$ cat config.mk
export PLATFORM = sky130hd
export DESIGN_NAME = cpu_alu_branch_execution
export DESIGN_NICKNAME = d
export VERILOG_FILES = /design/src/common/exec_pkg.sv /design/src/logic/exec_alu.sv /design/src/logic/exec_stack_mem.sv /design/src/logic/cpu_alu_branch_execution.sv
export SDC_FILE = /design/constraint.sdc
export NUM_CORES = 1
export LEC_CHECK = 0
export BUFFER_PORTS_ARGS = -buffer_cell sky130_fd_sc_hd__buf_2
export CAP_MARGIN = 20
export CORE_ASPECT_RATIO = 1.75
export CORE_UTILIZATION = 56
export DETAILED_ROUTE_END_ITERATION = 10
export PLACE_DENSITY = 0.8
export SETUP_SLACK_MARGIN = 0.4
export SLEW_MARGIN = 25
export SYNTH_ARGS = -nofsm -noshare
export SYNTH_HDL_FRONTEND = slang
export SYNTH_HIERARCHICAL = 1
export SYNTH_SLANG_ARGS = --single-unit
$ cat constraint.sdc
create_clock -name core_clk_i -period 3.9 [get_ports core_clk_i]
set_clock_uncertainty 0.05 [all_clocks]
set_input_delay 0.975 -clock core_clk_i [delete_from_list [all_inputs] [get_ports core_clk_i]]
set_output_delay 0.975 -clock core_clk_i [all_outputs]
set_load 0.005 [all_outputs]
$ cat src/common/exec_pkg.sv
// exec_pkg: constants, operation codes and carrier types for the execution core.
// assumes: one clock domain; operands and I/O read data arrive with each command.
package exec_pkg;

  // ------------------------------------------------------------
  // widths and reset values
  // ------------------------------------------------------------
  localparam int PC_W = 16;
  localparam int STACK_AW = 4;
  localparam logic [15:0] PC_RESET = 16'h0000;
  localparam logic [7:0] FLAGS_RESET = 8'h00;

  // ------------------------------------------------------------
  // status flag bit positions
  // ------------------------------------------------------------
  localparam logic [2:0] FLAG_C = 3'h0;
  localparam logic [2:0] FLAG_Z = 3'h1;
  localparam logic [2:0] FLAG_N = 3'h2;
  localparam logic [2:0] FLAG_V = 3'h3;
  localparam logic [2:0] FLAG_S = 3'h4;
  localparam logic [2:0] FLAG_H = 3'h5;
  localparam logic [2:0] FLAG_I = 3'h7;

  // ------------------------------------------------------------
  // constants and I/O map
  // ------------------------------------------------------------
  localparam logic [7:0] MASK_ALL = 8'hFF;
  localparam logic [7:0] BIT_IO_LAST = 8'h1F;
  localparam logic [7:0] PORT_IO_LAST = 8'h3F;
  localparam logic [7:0] IO_DATA_OFFSET = 8'h20;
  localparam logic [1:0] MUL_UNSIGNED = 2'h0;
  localparam logic [1:0] MUL_SIGNED = 2'h1;
  localparam logic [1:0] MUL_MIXED = 2'h2;

  // ------------------------------------------------------------
  // extra busy cycles beyond the first clock
  // ------------------------------------------------------------
  localparam logic [1:0] WAIT_NONE = 2'h0;
  localparam logic [1:0] WAIT_WORD = 2'h1;
  localparam logic [1:0] WAIT_MUL = 2'h1;
  localparam logic [1:0] WAIT_JUMP = 2'h1;
  localparam logic [1:0] WAIT_CALL = 2'h2;
  localparam logic [1:0] WAIT_RETURN = 2'h3;
  localparam logic [1:0] WAIT_BRANCH = 2'h1;
  localparam logic [1:0] WAIT_SKIP_ONE = 2'h1;
  localparam logic [1:0] WAIT_SKIP_TWO = 2'h2;
  localparam logic [1:0] WAIT_IO_BIT = 2'h1;
  localparam logic [1:0] WAIT_DATA = 2'h1;

  // ------------------------------------------------------------
  // types
  // ------------------------------------------------------------
  typedef enum logic [2:0] {fn_add, fn_sub, fn_and, fn_or, fn_xor} alu_fn_type;

  typedef enum logic [4:0] {
    op_add, op_sub, op_compare, op_and, op_or, op_bitwise_xor,
    op_mask_set_bits, op_mask_clear_bits, op_zero_register, op_fill_register,
    op_word_immediate_sum, op_word_immediate_minus, op_multiply,
    op_pointer_jump, op_pointer_subcall, op_subroutine_return,
    op_compare_skip_equal, op_skip_reg_bit, op_skip_io_bit,
    op_branch_flag, op_branch_signed, op_branch_unsigned,
    op_io_bit_write, op_port_in, op_port_out, op_data_load, op_data_store
  } op_type;

  typedef struct packed {
    op_type op;
    logic use_const;
    logic alt;
    logic [1:0] mul_kind;
    logic frac;
    logic next_two_words;
    logic [4:0] rd_idx;
    logic [7:0] rd_val;
    logic [7:0] rd_hi_val;
    logic [7:0] rr_val;
    logic [7:0] k;
    logic [6:0] offset;
    logic [2:0] bit_sel;
    logic [7:0] addr;
    logic [7:0] io_val;
    logic [15:0] z_val;
  } cmd_type;

  typedef struct packed {
    logic valid;
    logic pair;
    logic [4:0] idx;
    logic [15:0] data;
  } wb_type;

  typedef struct packed {
    logic valid;
    logic [7:0] addr;
    logic [7:0] data;
  } io_wr_type;

endpackage : exec_pkg

$ cat src/logic/exec_alu.sv
// exec_alu: 8-bit adder, subtractor and logic unit with its flags.
// assumes: purely combinational, driven from the command operands.
`timescale 1ns/1ps
`default_nettype none
module exec_alu
  import exec_pkg::*;
(
  input wire alu_fn_type fn_i,
  input wire logic [7:0] a_i,
  input wire logic [7:0] b_i,
  input wire logic cin_i,
  output logic [7:0] res_o,
  output logic c_o,
  output logic h_o,
  output logic v_o,
  output logic n_o,
  output logic z_o
);

  // ------------------------------------------------------------
  // arithmetic and logic
  // ------------------------------------------------------------
  always_comb begin
    logic [8:0] sum;
    logic [4:0] low;
    sum = 9'h000;
    low = 5'h00;
    res_o = 8'h00;
    c_o = 1'b0;
    h_o = 1'b0;
    v_o = 1'b0;
    unique case (fn_i)
      fn_add: begin
        sum = {1'b0, a_i} + {1'b0, b_i} + {8'h00, cin_i};
        low = {1'b0, a_i[3:0]} + {1'b0, b_i[3:0]} + {4'h0, cin_i};
        res_o = sum[7:0];
        c_o = sum[8];
        h_o = low[4];
        v_o = (a_i[7] == b_i[7]) && (sum[7] != a_i[7]);
      end
      fn_sub: begin
        sum = {1'b0, a_i} - {1'b0, b_i} - {8'h00, cin_i};
        low = {1'b0, a_i[3:0]} - {1'b0, b_i[3:0]} - {4'h0, cin_i};
        res_o = sum[7:0];
        c_o = sum[8];
        h_o = low[4];
        v_o = (a_i[7] != b_i[7]) && (sum[7] != a_i[7]);
      end
      fn_and: res_o = a_i & b_i;
      fn_or: res_o = a_i | b_i;
      fn_xor: res_o = a_i ^ b_i;
      default: res_o = 8'h00;
    endcase
    n_o = res_o[7];
    z_o = (res_o == 8'h00);
  end

endmodule : exec_alu
`default_nettype wire

$ cat src/logic/exec_stack_mem.sv
// exec_stack_mem: return address store with one write port and a registered read.
// assumes: read data appear one clock after the read address.
`timescale 1ns/1ps
`default_nettype none
module exec_stack_mem #(
  parameter int AW = 4,
  parameter int DW = 16
) (
  input wire logic core_clk_i,
  input wire logic rst_n_i,
  input wire logic wr_en_i,
  input wire logic [AW-1:0] wr_addr_i,
  input wire logic [DW-1:0] wr_data_i,
  input wire logic [AW-1:0] rd_addr_i,
  output logic [DW-1:0] rd_data_o
);

  logic [DW-1:0] mem_reg [2**AW];

  // ------------------------------------------------------------
  // storage and read register
  // ------------------------------------------------------------
  always_ff @(posedge core_clk_i) begin
    if (wr_en_i) begin
      mem_reg[wr_addr_i] <= wr_data_i;
    end
  end

  always_ff @(posedge core_clk_i or negedge rst_n_i) begin
    if (!rst_n_i) begin
      rd_data_o <= '0;
    end else begin
      rd_data_o <= mem_reg[rd_addr_i];
    end
  end

endmodule : exec_stack_mem
`default_nettype wire

$ cat src/logic/cpu_alu_branch_execution.sv
// cpu_alu_branch_execution: runs decoded alu, skip, jump, call, branch and I/O commands.
// assumes: decode supplies operands and the addressed I/O value until cmd_ready_o.
`timescale 1ns/1ps
`default_nettype none
// How it works
// - add with optional carry, five flags, one clock
// - word immediate sum/minus on pair, two clocks
// - subtract with optional borrow, five flags, one clock
// - logic ops touch Z N V only
// - mask set ors, mask clear ands inverse
// - zero register by xor; fill keeps flags
// - multiplies write pair one:zero, Z C
// - fractional multiplies shift product left once
// - pointer jump loads Z, two clocks
// - pointer subcall pushes return, three clocks
// - compare skip equal, one to three clocks
// - compares set flags, store nothing
// - register bit skip on clear or set
// - I/O bit skip on clear or set
// - flag branch adds offset plus one
// - signed branches use N xor V
// - unsigned branches use carry
// - bit ops only reach I/O up to 1F
// - bit writes rewrite whole register
// - port ops up to 3F, data offset 20
// - extended I/O only through data space
module cpu_alu_branch_execution
  import exec_pkg::*;
#(
  parameter int STACK_AW_P = STACK_AW
) (
  input wire logic core_clk_i,
  input wire logic rst_n_i,
  input wire logic cmd_valid_i,
  input wire cmd_type cmd_i,
  output logic cmd_ready_o,
  output wb_type wb_o,
  output io_wr_type io_wr_o,
  output logic [PC_W-1:0] pc_o,
  output logic [7:0] status_flags_o,
  output logic refused_o
);

  // ------------------------------------------------------------
  // state
  // ------------------------------------------------------------
  typedef enum logic [0:0] {st_issue, st_stall} phase_type;
  typedef struct packed {
    phase_type phase;
    logic [1:0] wait_cnt;
    logic pop_pend;
    logic [PC_W-1:0] pc;
    logic [STACK_AW_P-1:0] sp;
    logic [7:0] flags;
    logic ready;
    wb_type wb;
    io_wr_type iow;
    logic refused;
  } state_type;

  localparam logic [STACK_AW_P-1:0] SP_ONE = {{(STACK_AW_P-1){1'b0}}, 1'b1};
  localparam state_type STATE_RESET = '{
    phase: st_issue, wait_cnt: WAIT_NONE, pop_pend: 1'b0, pc: PC_RESET,
    sp: '0, flags: FLAGS_RESET, ready: 1'b1, wb: '0, iow: '0, refused: 1'b0};
  state_type state_reg, state_next;
  alu_fn_type alu_fn;
  logic [7:0] alu_b, alu_res;
  logic alu_c, alu_h, alu_v, alu_n, alu_z, st_wr_en;
  logic [PC_W-1:0] st_rd_data;

  // ------------------------------------------------------------
  // alu operand selection
  // ------------------------------------------------------------
  always_comb begin
    unique case (cmd_i.op)
      op_add: alu_fn = fn_add;
      op_sub, op_compare: alu_fn = fn_sub;
      op_and, op_mask_clear_bits: alu_fn = fn_and;
      op_or, op_mask_set_bits: alu_fn = fn_or;
      op_bitwise_xor, op_zero_register: alu_fn = fn_xor;
      default: alu_fn = fn_add;
    endcase
    if (cmd_i.op == op_mask_clear_bits) begin
      alu_b = MASK_ALL - cmd_i.k;
    end else if (cmd_i.op == op_mask_set_bits) begin
      alu_b = cmd_i.k;
    end else if (cmd_i.op == op_zero_register) begin
      alu_b = cmd_i.rd_val;
    end else begin
      alu_b = cmd_i.use_const ? cmd_i.k : cmd_i.rr_val;
    end
  end

  exec_alu u_alu (
    .fn_i(alu_fn),
    .a_i(cmd_i.rd_val),
    .b_i(alu_b),
    .cin_i(cmd_i.alt & state_reg.flags[FLAG_C]),
    .res_o(alu_res),
    .c_o(alu_c),
    .h_o(alu_h),
    .v_o(alu_v),
    .n_o(alu_n),
    .z_o(alu_z)
  );

  assign st_wr_en = (state_reg.phase == st_issue) && cmd_valid_i
                    && (cmd_i.op == op_pointer_subcall);

  exec_stack_mem #(
    .AW(STACK_AW_P),
    .DW(PC_W)
  ) u_stack (
    .core_clk_i(core_clk_i),
    .rst_n_i(rst_n_i),
    .wr_en_i(st_wr_en),
    .wr_addr_i(state_reg.sp),
    .wr_data_i(state_reg.pc + 16'h0001),
    .rd_addr_i(state_reg.sp - SP_ONE),
    .rd_data_o(st_rd_data)
  );

  // ------------------------------------------------------------
  // execution
  // ------------------------------------------------------------
  always_comb begin
    logic [1:0] extra;
    logic take, is_skip, is_branch;
    logic [16:0] word;
    logic [8:0] ma, mb;
    logic signed [17:0] prod;
    logic [15:0] pr;
    logic [7:0] bitdata;
    extra = WAIT_NONE;
    take = 1'b0;
    is_skip = 1'b0;
    is_branch = 1'b0;
    word = 17'h00000;
    ma = 9'h000;
    mb = 9'h000;
    prod = 18'sh00000;
    pr = 16'h0000;
    bitdata = cmd_i.io_val;
    state_next = state_reg;
    state_next.wb.valid = 1'b0;
    state_next.iow.valid = 1'b0;
    state_next.refused = 1'b0;
    if (state_reg.phase == st_stall) begin
      if (state_reg.pop_pend) begin
        state_next.pc = st_rd_data;
        state_next.pop_pend = 1'b0;
      end
      state_next.wait_cnt = state_reg.wait_cnt - 2'h1;
      if (state_reg.wait_cnt == 2'h1) begin
        state_next.phase = st_issue;
      end
    end else if (cmd_valid_i) begin
      state_next.pc = state_reg.pc + 16'h0001;
      state_next.wb.pair = 1'b0;
      state_next.wb.idx = cmd_i.rd_idx;
      state_next.wb.data = {8'h00, alu_res};
      unique case (cmd_i.op)
        op_add, op_sub, op_compare: begin
          state_next.wb.valid = (cmd_i.op != op_compare);
          state_next.flags[FLAG_C] = alu_c;
          state_next.flags[FLAG_H] = alu_h;
          state_next.flags[FLAG_V] = alu_v;
          state_next.flags[FLAG_N] = alu_n;
          state_next.flags[FLAG_Z] = (cmd_i.op != op_add && cmd_i.alt) ?
                                     (alu_z & state_reg.flags[FLAG_Z]) : alu_z;
        end
        op_and, op_or, op_bitwise_xor, op_mask_set_bits, op_mask_clear_bits,
        op_zero_register: begin
          state_next.wb.valid = 1'b1;
          state_next.flags[FLAG_Z] = alu_z;
          state_next.flags[FLAG_N] = alu_n;
          state_next.flags[FLAG_V] = 1'b0;
        end
        op_fill_register: begin
          state_next.wb.valid = 1'b1;
          state_next.wb.data = {8'h00, MASK_ALL};
        end
        op_word_immediate_sum, op_word_immediate_minus: begin
          if (cmd_i.op == op_word_immediate_sum) begin
            word = {1'b0, cmd_i.rd_hi_val, cmd_i.rd_val} + {11'h000, cmd_i.k[5:0]};
            state_next.flags[FLAG_V] = ~cmd_i.rd_hi_val[7] & word[15];
          end else begin
            word = {1'b0, cmd_i.rd_hi_val, cmd_i.rd_val} - {11'h000, cmd_i.k[5:0]};
            state_next.flags[FLAG_V] = cmd_i.rd_hi_val[7] & ~word[15];
          end
          state_next.wb.valid = 1'b1;
          state_next.wb.pair = 1'b1;
          state_next.wb.data = word[15:0];
          state_next.flags[FLAG_C] = word[16];
          state_next.flags[FLAG_Z] = (word[15:0] == 16'h0000);
          state_next.flags[FLAG_N] = word[15];
          state_next.flags[FLAG_S] = word[15] ^ state_next.flags[FLAG_V];
          extra = WAIT_WORD;
        end
        op_multiply: begin
          ma = {(cmd_i.mul_kind != MUL_UNSIGNED) & cmd_i.rd_val[7], cmd_i.rd_val};
          mb = {(cmd_i.mul_kind == MUL_SIGNED) & cmd_i.rr_val[7], cmd_i.rr_val};
          prod = $signed(ma) * $signed(mb);
          pr = cmd_i.frac ? {prod[14:0], 1'b0} : prod[15:0];
          state_next.wb.valid = 1'b1;
          state_next.wb.pair = 1'b1;
          state_next.wb.idx = 5'h00;
          state_next.wb.data = pr;
          state_next.flags[FLAG_C] = prod[15];
          state_next.flags[FLAG_Z] = (pr == 16'h0000);
          extra = WAIT_MUL;
        end
        op_pointer_jump: begin
          state_next.pc = cmd_i.z_val;
          extra = WAIT_JUMP;
        end
        op_pointer_subcall: begin
          state_next.sp = state_reg.sp + SP_ONE;
          state_next.pc = cmd_i.z_val;
          extra = WAIT_CALL;
        end
        op_subroutine_return: begin
          state_next.sp = state_reg.sp - SP_ONE;
          state_next.pop_pend = 1'b1;
          if (cmd_i.alt) begin
            state_next.flags[FLAG_I] = 1'b1;
          end
          extra = WAIT_RETURN;
        end
        op_compare_skip_equal: begin
          is_skip = 1'b1;
          take = (cmd_i.rd_val == cmd_i.rr_val);
        end
        op_skip_reg_bit: begin
          is_skip = 1'b1;
          take = (cmd_i.rr_val[cmd_i.bit_sel] == cmd_i.alt);
        end
        op_skip_io_bit: begin
          if (cmd_i.addr > BIT_IO_LAST) begin
            state_next.refused = 1'b1;
          end else begin
            is_skip = 1'b1;
            take = (cmd_i.io_val[cmd_i.bit_sel] == cmd_i.alt);
          end
        end
        op_branch_flag: begin
          is_branch = 1'b1;
          take = (state_reg.flags[cmd_i.bit_sel] == cmd_i.alt);
        end
        op_branch_signed: begin
          is_branch = 1'b1;
          take = ((state_reg.flags[FLAG_N] ^ state_reg.flags[FLAG_V]) == cmd_i.alt);
        end
        op_branch_unsigned: begin
          is_branch = 1'b1;
          take = (state_reg.flags[FLAG_C] == cmd_i.alt);
        end
        op_io_bit_write: begin
          if (cmd_i.addr > BIT_IO_LAST) begin
            state_next.refused = 1'b1;
          end else begin
            bitdata[cmd_i.bit_sel] = cmd_i.alt;
            state_next.iow.valid = 1'b1;
            state_next.iow.addr = cmd_i.addr + IO_DATA_OFFSET;
            state_next.iow.data = bitdata;
            extra = WAIT_IO_BIT;
          end
        end
        op_port_in, op_port_out: begin
          if (cmd_i.addr > PORT_IO_LAST) begin
            state_next.refused = 1'b1;
          end else if (cmd_i.op == op_port_in) begin
            state_next.wb.valid = 1'b1;
            state_next.wb.data = {8'h00, cmd_i.io_val};
          end else begin
            state_next.iow.valid = 1'b1;
            state_next.iow.addr = cmd_i.addr + IO_DATA_OFFSET;
            state_next.iow.data = cmd_i.rd_val;
          end
        end
        op_data_load: begin
          state_next.wb.valid = 1'b1;
          state_next.wb.data = {8'h00, cmd_i.io_val};
          extra = WAIT_DATA;
        end
        op_data_store: begin
          if (cmd_i.addr < IO_DATA_OFFSET) begin
            state_next.wb.valid = 1'b1;
            state_next.wb.idx = cmd_i.addr[4:0];
            state_next.wb.data = {8'h00, cmd_i.rd_val};
          end else begin
            state_next.iow.valid = 1'b1;
            state_next.iow.addr = cmd_i.addr;
            state_next.iow.data = cmd_i.rd_val;
          end
          extra = WAIT_DATA;
        end
        default: state_next.refused = 1'b1;
      endcase
      if (is_skip && take) begin
        state_next.pc = state_reg.pc + (cmd_i.next_two_words ? 16'h0003 : 16'h0002);
        extra = cmd_i.next_two_words ? WAIT_SKIP_TWO : WAIT_SKIP_ONE;
      end
      if (is_branch && take) begin
        state_next.pc = state_reg.pc + 16'h0001 + {{9{cmd_i.offset[6]}}, cmd_i.offset};
        extra = WAIT_BRANCH;
      end
      if (extra != WAIT_NONE) begin
        state_next.phase = st_stall;
        state_next.wait_cnt = extra;
      end
    end
    state_next.ready = (state_next.phase == st_issue);
  end

  always_ff @(posedge core_clk_i or negedge rst_n_i) begin
    if (!rst_n_i) begin
      state_reg <= STATE_RESET;
    end else begin
      state_reg <= state_next;
    end
  end

  // ------------------------------------------------------------
  // outputs
  // ------------------------------------------------------------
  assign cmd_ready_o = state_reg.ready;
  assign wb_o = state_reg.wb;
  assign io_wr_o = state_reg.iow;
  assign pc_o = state_reg.pc;
  assign status_flags_o = state_reg.flags;
  assign refused_o = state_reg.refused;

endmodule : cpu_alu_branch_execution
`default_nettype wire

==> impl_metrics.yaml <==
run_status:
  status: "finished with violations"
  violations: "setup timing"
yosys:
  avgSynthCellArea_um2: 11.1
  synth_common_cells: "256 x edfxtp_1, 163 x inv_1, 161 x nor2_1"
  synthAdderAreaFrac_pct: 12.3
  syn-num-nets: 2325
  syn_inst: 2051
  synth-compound-area-share_pct: 12.5
  ys_seq_area_share_pct: 43.7
  async_flop_share_pct: 25.8
  yosys.area_share.simple_pct: 12.3
  synthMuxAreaShare_pct: 8.98
  synth_top_family_by_area: "compound AO/OA/AOI/OAI gates"
  synth_enable_flop_cells: 256
  ys_ff_latch: 345
  synthXorXnorAreaFrac_pct: 3.24
  synth.most_common_cell: "edfxtp_1"
  yosys-top-cells-area: "edfxtp_1 34%, dfrtp_1 9.7%, fa_1 6.2%, ha_1 6.1%, mux4_2 5.6%"
  synth_top_cell_by_area: "edfxtp_1"
  synth-main-ff-cell: "edfxtp_1"
  ys_types: 97
  yosysWarnings: 6
  synth_top_area_share_pct: 33.9
  syn-cell-area_mm2: 0.0227
worst_setup_path:
  slowest_stage: "fa_1"
  critical_path_peak_fanout: 5
  startpoint_type: "primary input"
  crit_cells: 22
  crit_buf_inv: 8
  critPathTopFamily: "adder cells"
  crit_path_max_incr_delay_ns: 0.54
  cp.required_ns: 4.36
  criticalPathCategory: "in2reg"
  critical_path_arrival_ns: 6.11
  crit_chain: "buf_12 > buf_6 > and2_4 > fa_1 > inv_2 > fa_1 > inv_1 > fa_2 > fa_1 > inv_1 > fa_1 > inv_2 > ha_4 > nor2_1 > o21ai_2 > a211oi_4 > o31ai_4 > a21oi_2 > xor2_1 > buf_4 > inv_1 > o41ai_2"
  r2r_cells: 15
  critPathMostFrequentCell: "fa_1"
  critPathCaptureType: "flop"
drt:
  wl_um: 84400
  drt-met1-wl_um: 25600
  avgViaCountPerCell: 6.50
  dr_wl_met3_um: 7190
  drt-wirelength-per-cell_um: 28.4
  vias: 19300
  dr.pass1.iters: 8
  drc: 0
  drt_iter0_drc: 1802
  dr_wl_met2_um: 41200
  ant_nets: 0
  dr.max_layer_used: "met5"
pwr:
  p_leak_nw: 11.7
  ir_worst_vdd_mv: 0.741
  pwr_density_cell_mw_per_mm2: 699
timing:
  max_slew_margin_pct: 29.9
  setup_viol: 16
  grt_setup_unrepaired: "yes"
  max_slew.worst_pin.slew_ns: 1.05
  slew_viol_final: 0
  fin_crit_ns: 5.65
  finalHoldViolCount: 0
  fin_crit_sh_pct: 145
  fmax_mhz: 177
  timing.final.ws_setup_ns: -1.75
job:
  max_cap_violations: 0
global_route:
  antenna_found_initial: 10
  grt_pass1_vias: 19900
  grt_remaining_overflow: 0
  grt_pass1_wl_um: 122000
  grt_max_degree: 66
  grt_usage_pct: 41.0
floorplanning:
  rows: 97
  die_h_um: 268
  start_util_pct: 56.8
  fp.dieW_um: 154
  fp.dieArea_mm2: 0.0413
  core_mm2: 0.0399
  io_pins: 159
hold_path:
  hold_path.class: "in2async"
layout:
  n_fill_cell: 2705
  layoutNonFillerInstCount: 2970
  final_util_pct: 71.3
  largest_reg_flops: 256
  drive_gt1_share_pct: 34.8
  synthToLayoutAreaGrowth_pct: 25.6
  finalNetCount: 2719
clock_network:
  clk_pin_slew_ns: 0.07
  clk_latency_ns: 0.60
  tritoncts: "done"
  cts.root.buffer_cell: "clkbuf_16"
  clockBufferDepth: 3
  htreeDepth: 1
  clock_sinks: 345
  numCtsBuffers: 29
placement:
  gp_congestion: 1.06
  port_buffers: 157
  place_hpwl_um: 60300
  dpl.cell_count: 2859
## logic make-up after synthesis
| kind of cell | Yosys count |
|---|---|
| muxes | 116 |
| other | 1 |
| AOI/OAI and AO/OA | 432 |
| buffers and inverters | 331 |
| DFF | 345 |
| xor gates and xnor gates | 83 |
| adders and majority gates | 181 |
| and+or+nand+nor | 562 |
## report_power, final
group	leakage, nW	internal [mW]	switching, mW
Sequential	3.35	4.80	0.488
Clock	0.476	1.67	1.42
Combinational	7.87	5.21	6.28
Total	11.7	11.7	8.19
## worst reg2reg max path, stage by stage (launching register included)
cell and delay [ns]:
dfrtp_1 0.44, and2_1 0.28, inv_1 0.09, fa_2 0.39
fa_2 0.36, o21a_1 0.23, or4_1 0.43, o21ai_2 0.11
xnor2_1 0.09, a211o_2 0.40, nor4_2 0.35, o21ai_0 0.15
a21oi_1 0.22, a31oi_1 0.08, buf_4 0.18, o41ai_2 0.04
## layout make-up
cell class                 instances  area [um^2]  area share (%)
antenna                            7         17.5          0.0616
clock buffer                      39          803            2.82
clock inverter                    15          191           0.673
inverter                         163          627            2.20
multi-input combinational       1375        12400            43.4
sequential                       345         9920            34.9
tap                              495          619            2.18
timing repair buffer             531         3930            13.8
## placed cells by master (no fill, tap or decap), drive strengths merged, types with 15 or more instances in the layout
cell,synthesis,routed
a211oi,27,27
a21oi,114,114
a22oi,39,39
a31oi,25,25
and2,46,46
buf,100,529
clkbuf,68,41
dfrtp,88,88
edfxtp,256,256
fa,70,70
ha,111,111
inv,163,169
mux2i,42,42
mux4,66,66
nand2,141,141
nand3,43,43
nand4,15,15
nor2,164,164
nor2b,28,28
nor3,43,43
o211ai,20,20
o21a,19,19
o21ai,91,91
xnor2,54,54
xor2,29,29
## path summary, 6_finish.rpt
check | start | to | slack [ns]
worst max register to register | status_flags_o[0] | status_flags_o[1] | -0.09
worst max-delay path | cmd_i[71] | status_flags_o[1] | -1.75
worst min register to register | wb_o[12] | wb_o[12] | 0.43
max in group asynchronous | rst_n_i | pc_o[2] | 2.61
min in group core_clk_i | wb_o[12] | wb_o[12] | 0.43
worst min-delay path | rst_n_i | u_stack/rd_data_o[12] | 0.43
## per-layer routing
| layer | vias up | track usage [%] |
|---|---|---|
| met2 | 1231 | 70.6 |
| met4 | 10 | 40.5 |
| met1 | 9351 | 39.8 |
| met5 | - | 0 |
| li1 | 8175 | - |
| met3 | 532 | 9.55 |
## metrics by stage
| step | hold WS (ns) | TNS, ns | instance area [um^2] | worst slack, ns | power [mW] |
|---|---|---|---|---|---|
| final | 0.425 | -17.81 | 28500 | -1.75 | 19.9 |
| after global routing | 0.477 | -20.78 | 28500 | -2.06 | 20.6 |
| after global placement | 0.413 | -32.42 | 26200 | -2.42 | 14.4 |
| after floorplan | 0.397 | -19.32 | 23300 | -2.07 | 11.1 |
| after CTS | 0.442 | -16.52 | 27800 | -1.62 | 18.6 |
| after detailed placement | 0.428 | -35.20 | 26200 | -2.46 | 14.6 |
## repair_timing
| item | CTS | global route |
|---|---|---|
| pin swaps | 72 | 55 |
| hold buffers | 0 | 0 |
| gates resized for setup | 127 | 98 |
| setup endpoints to repair | 30 | 31 |
| setup buffers | 23 | 27 |
(Power assumes the default switching activity.)
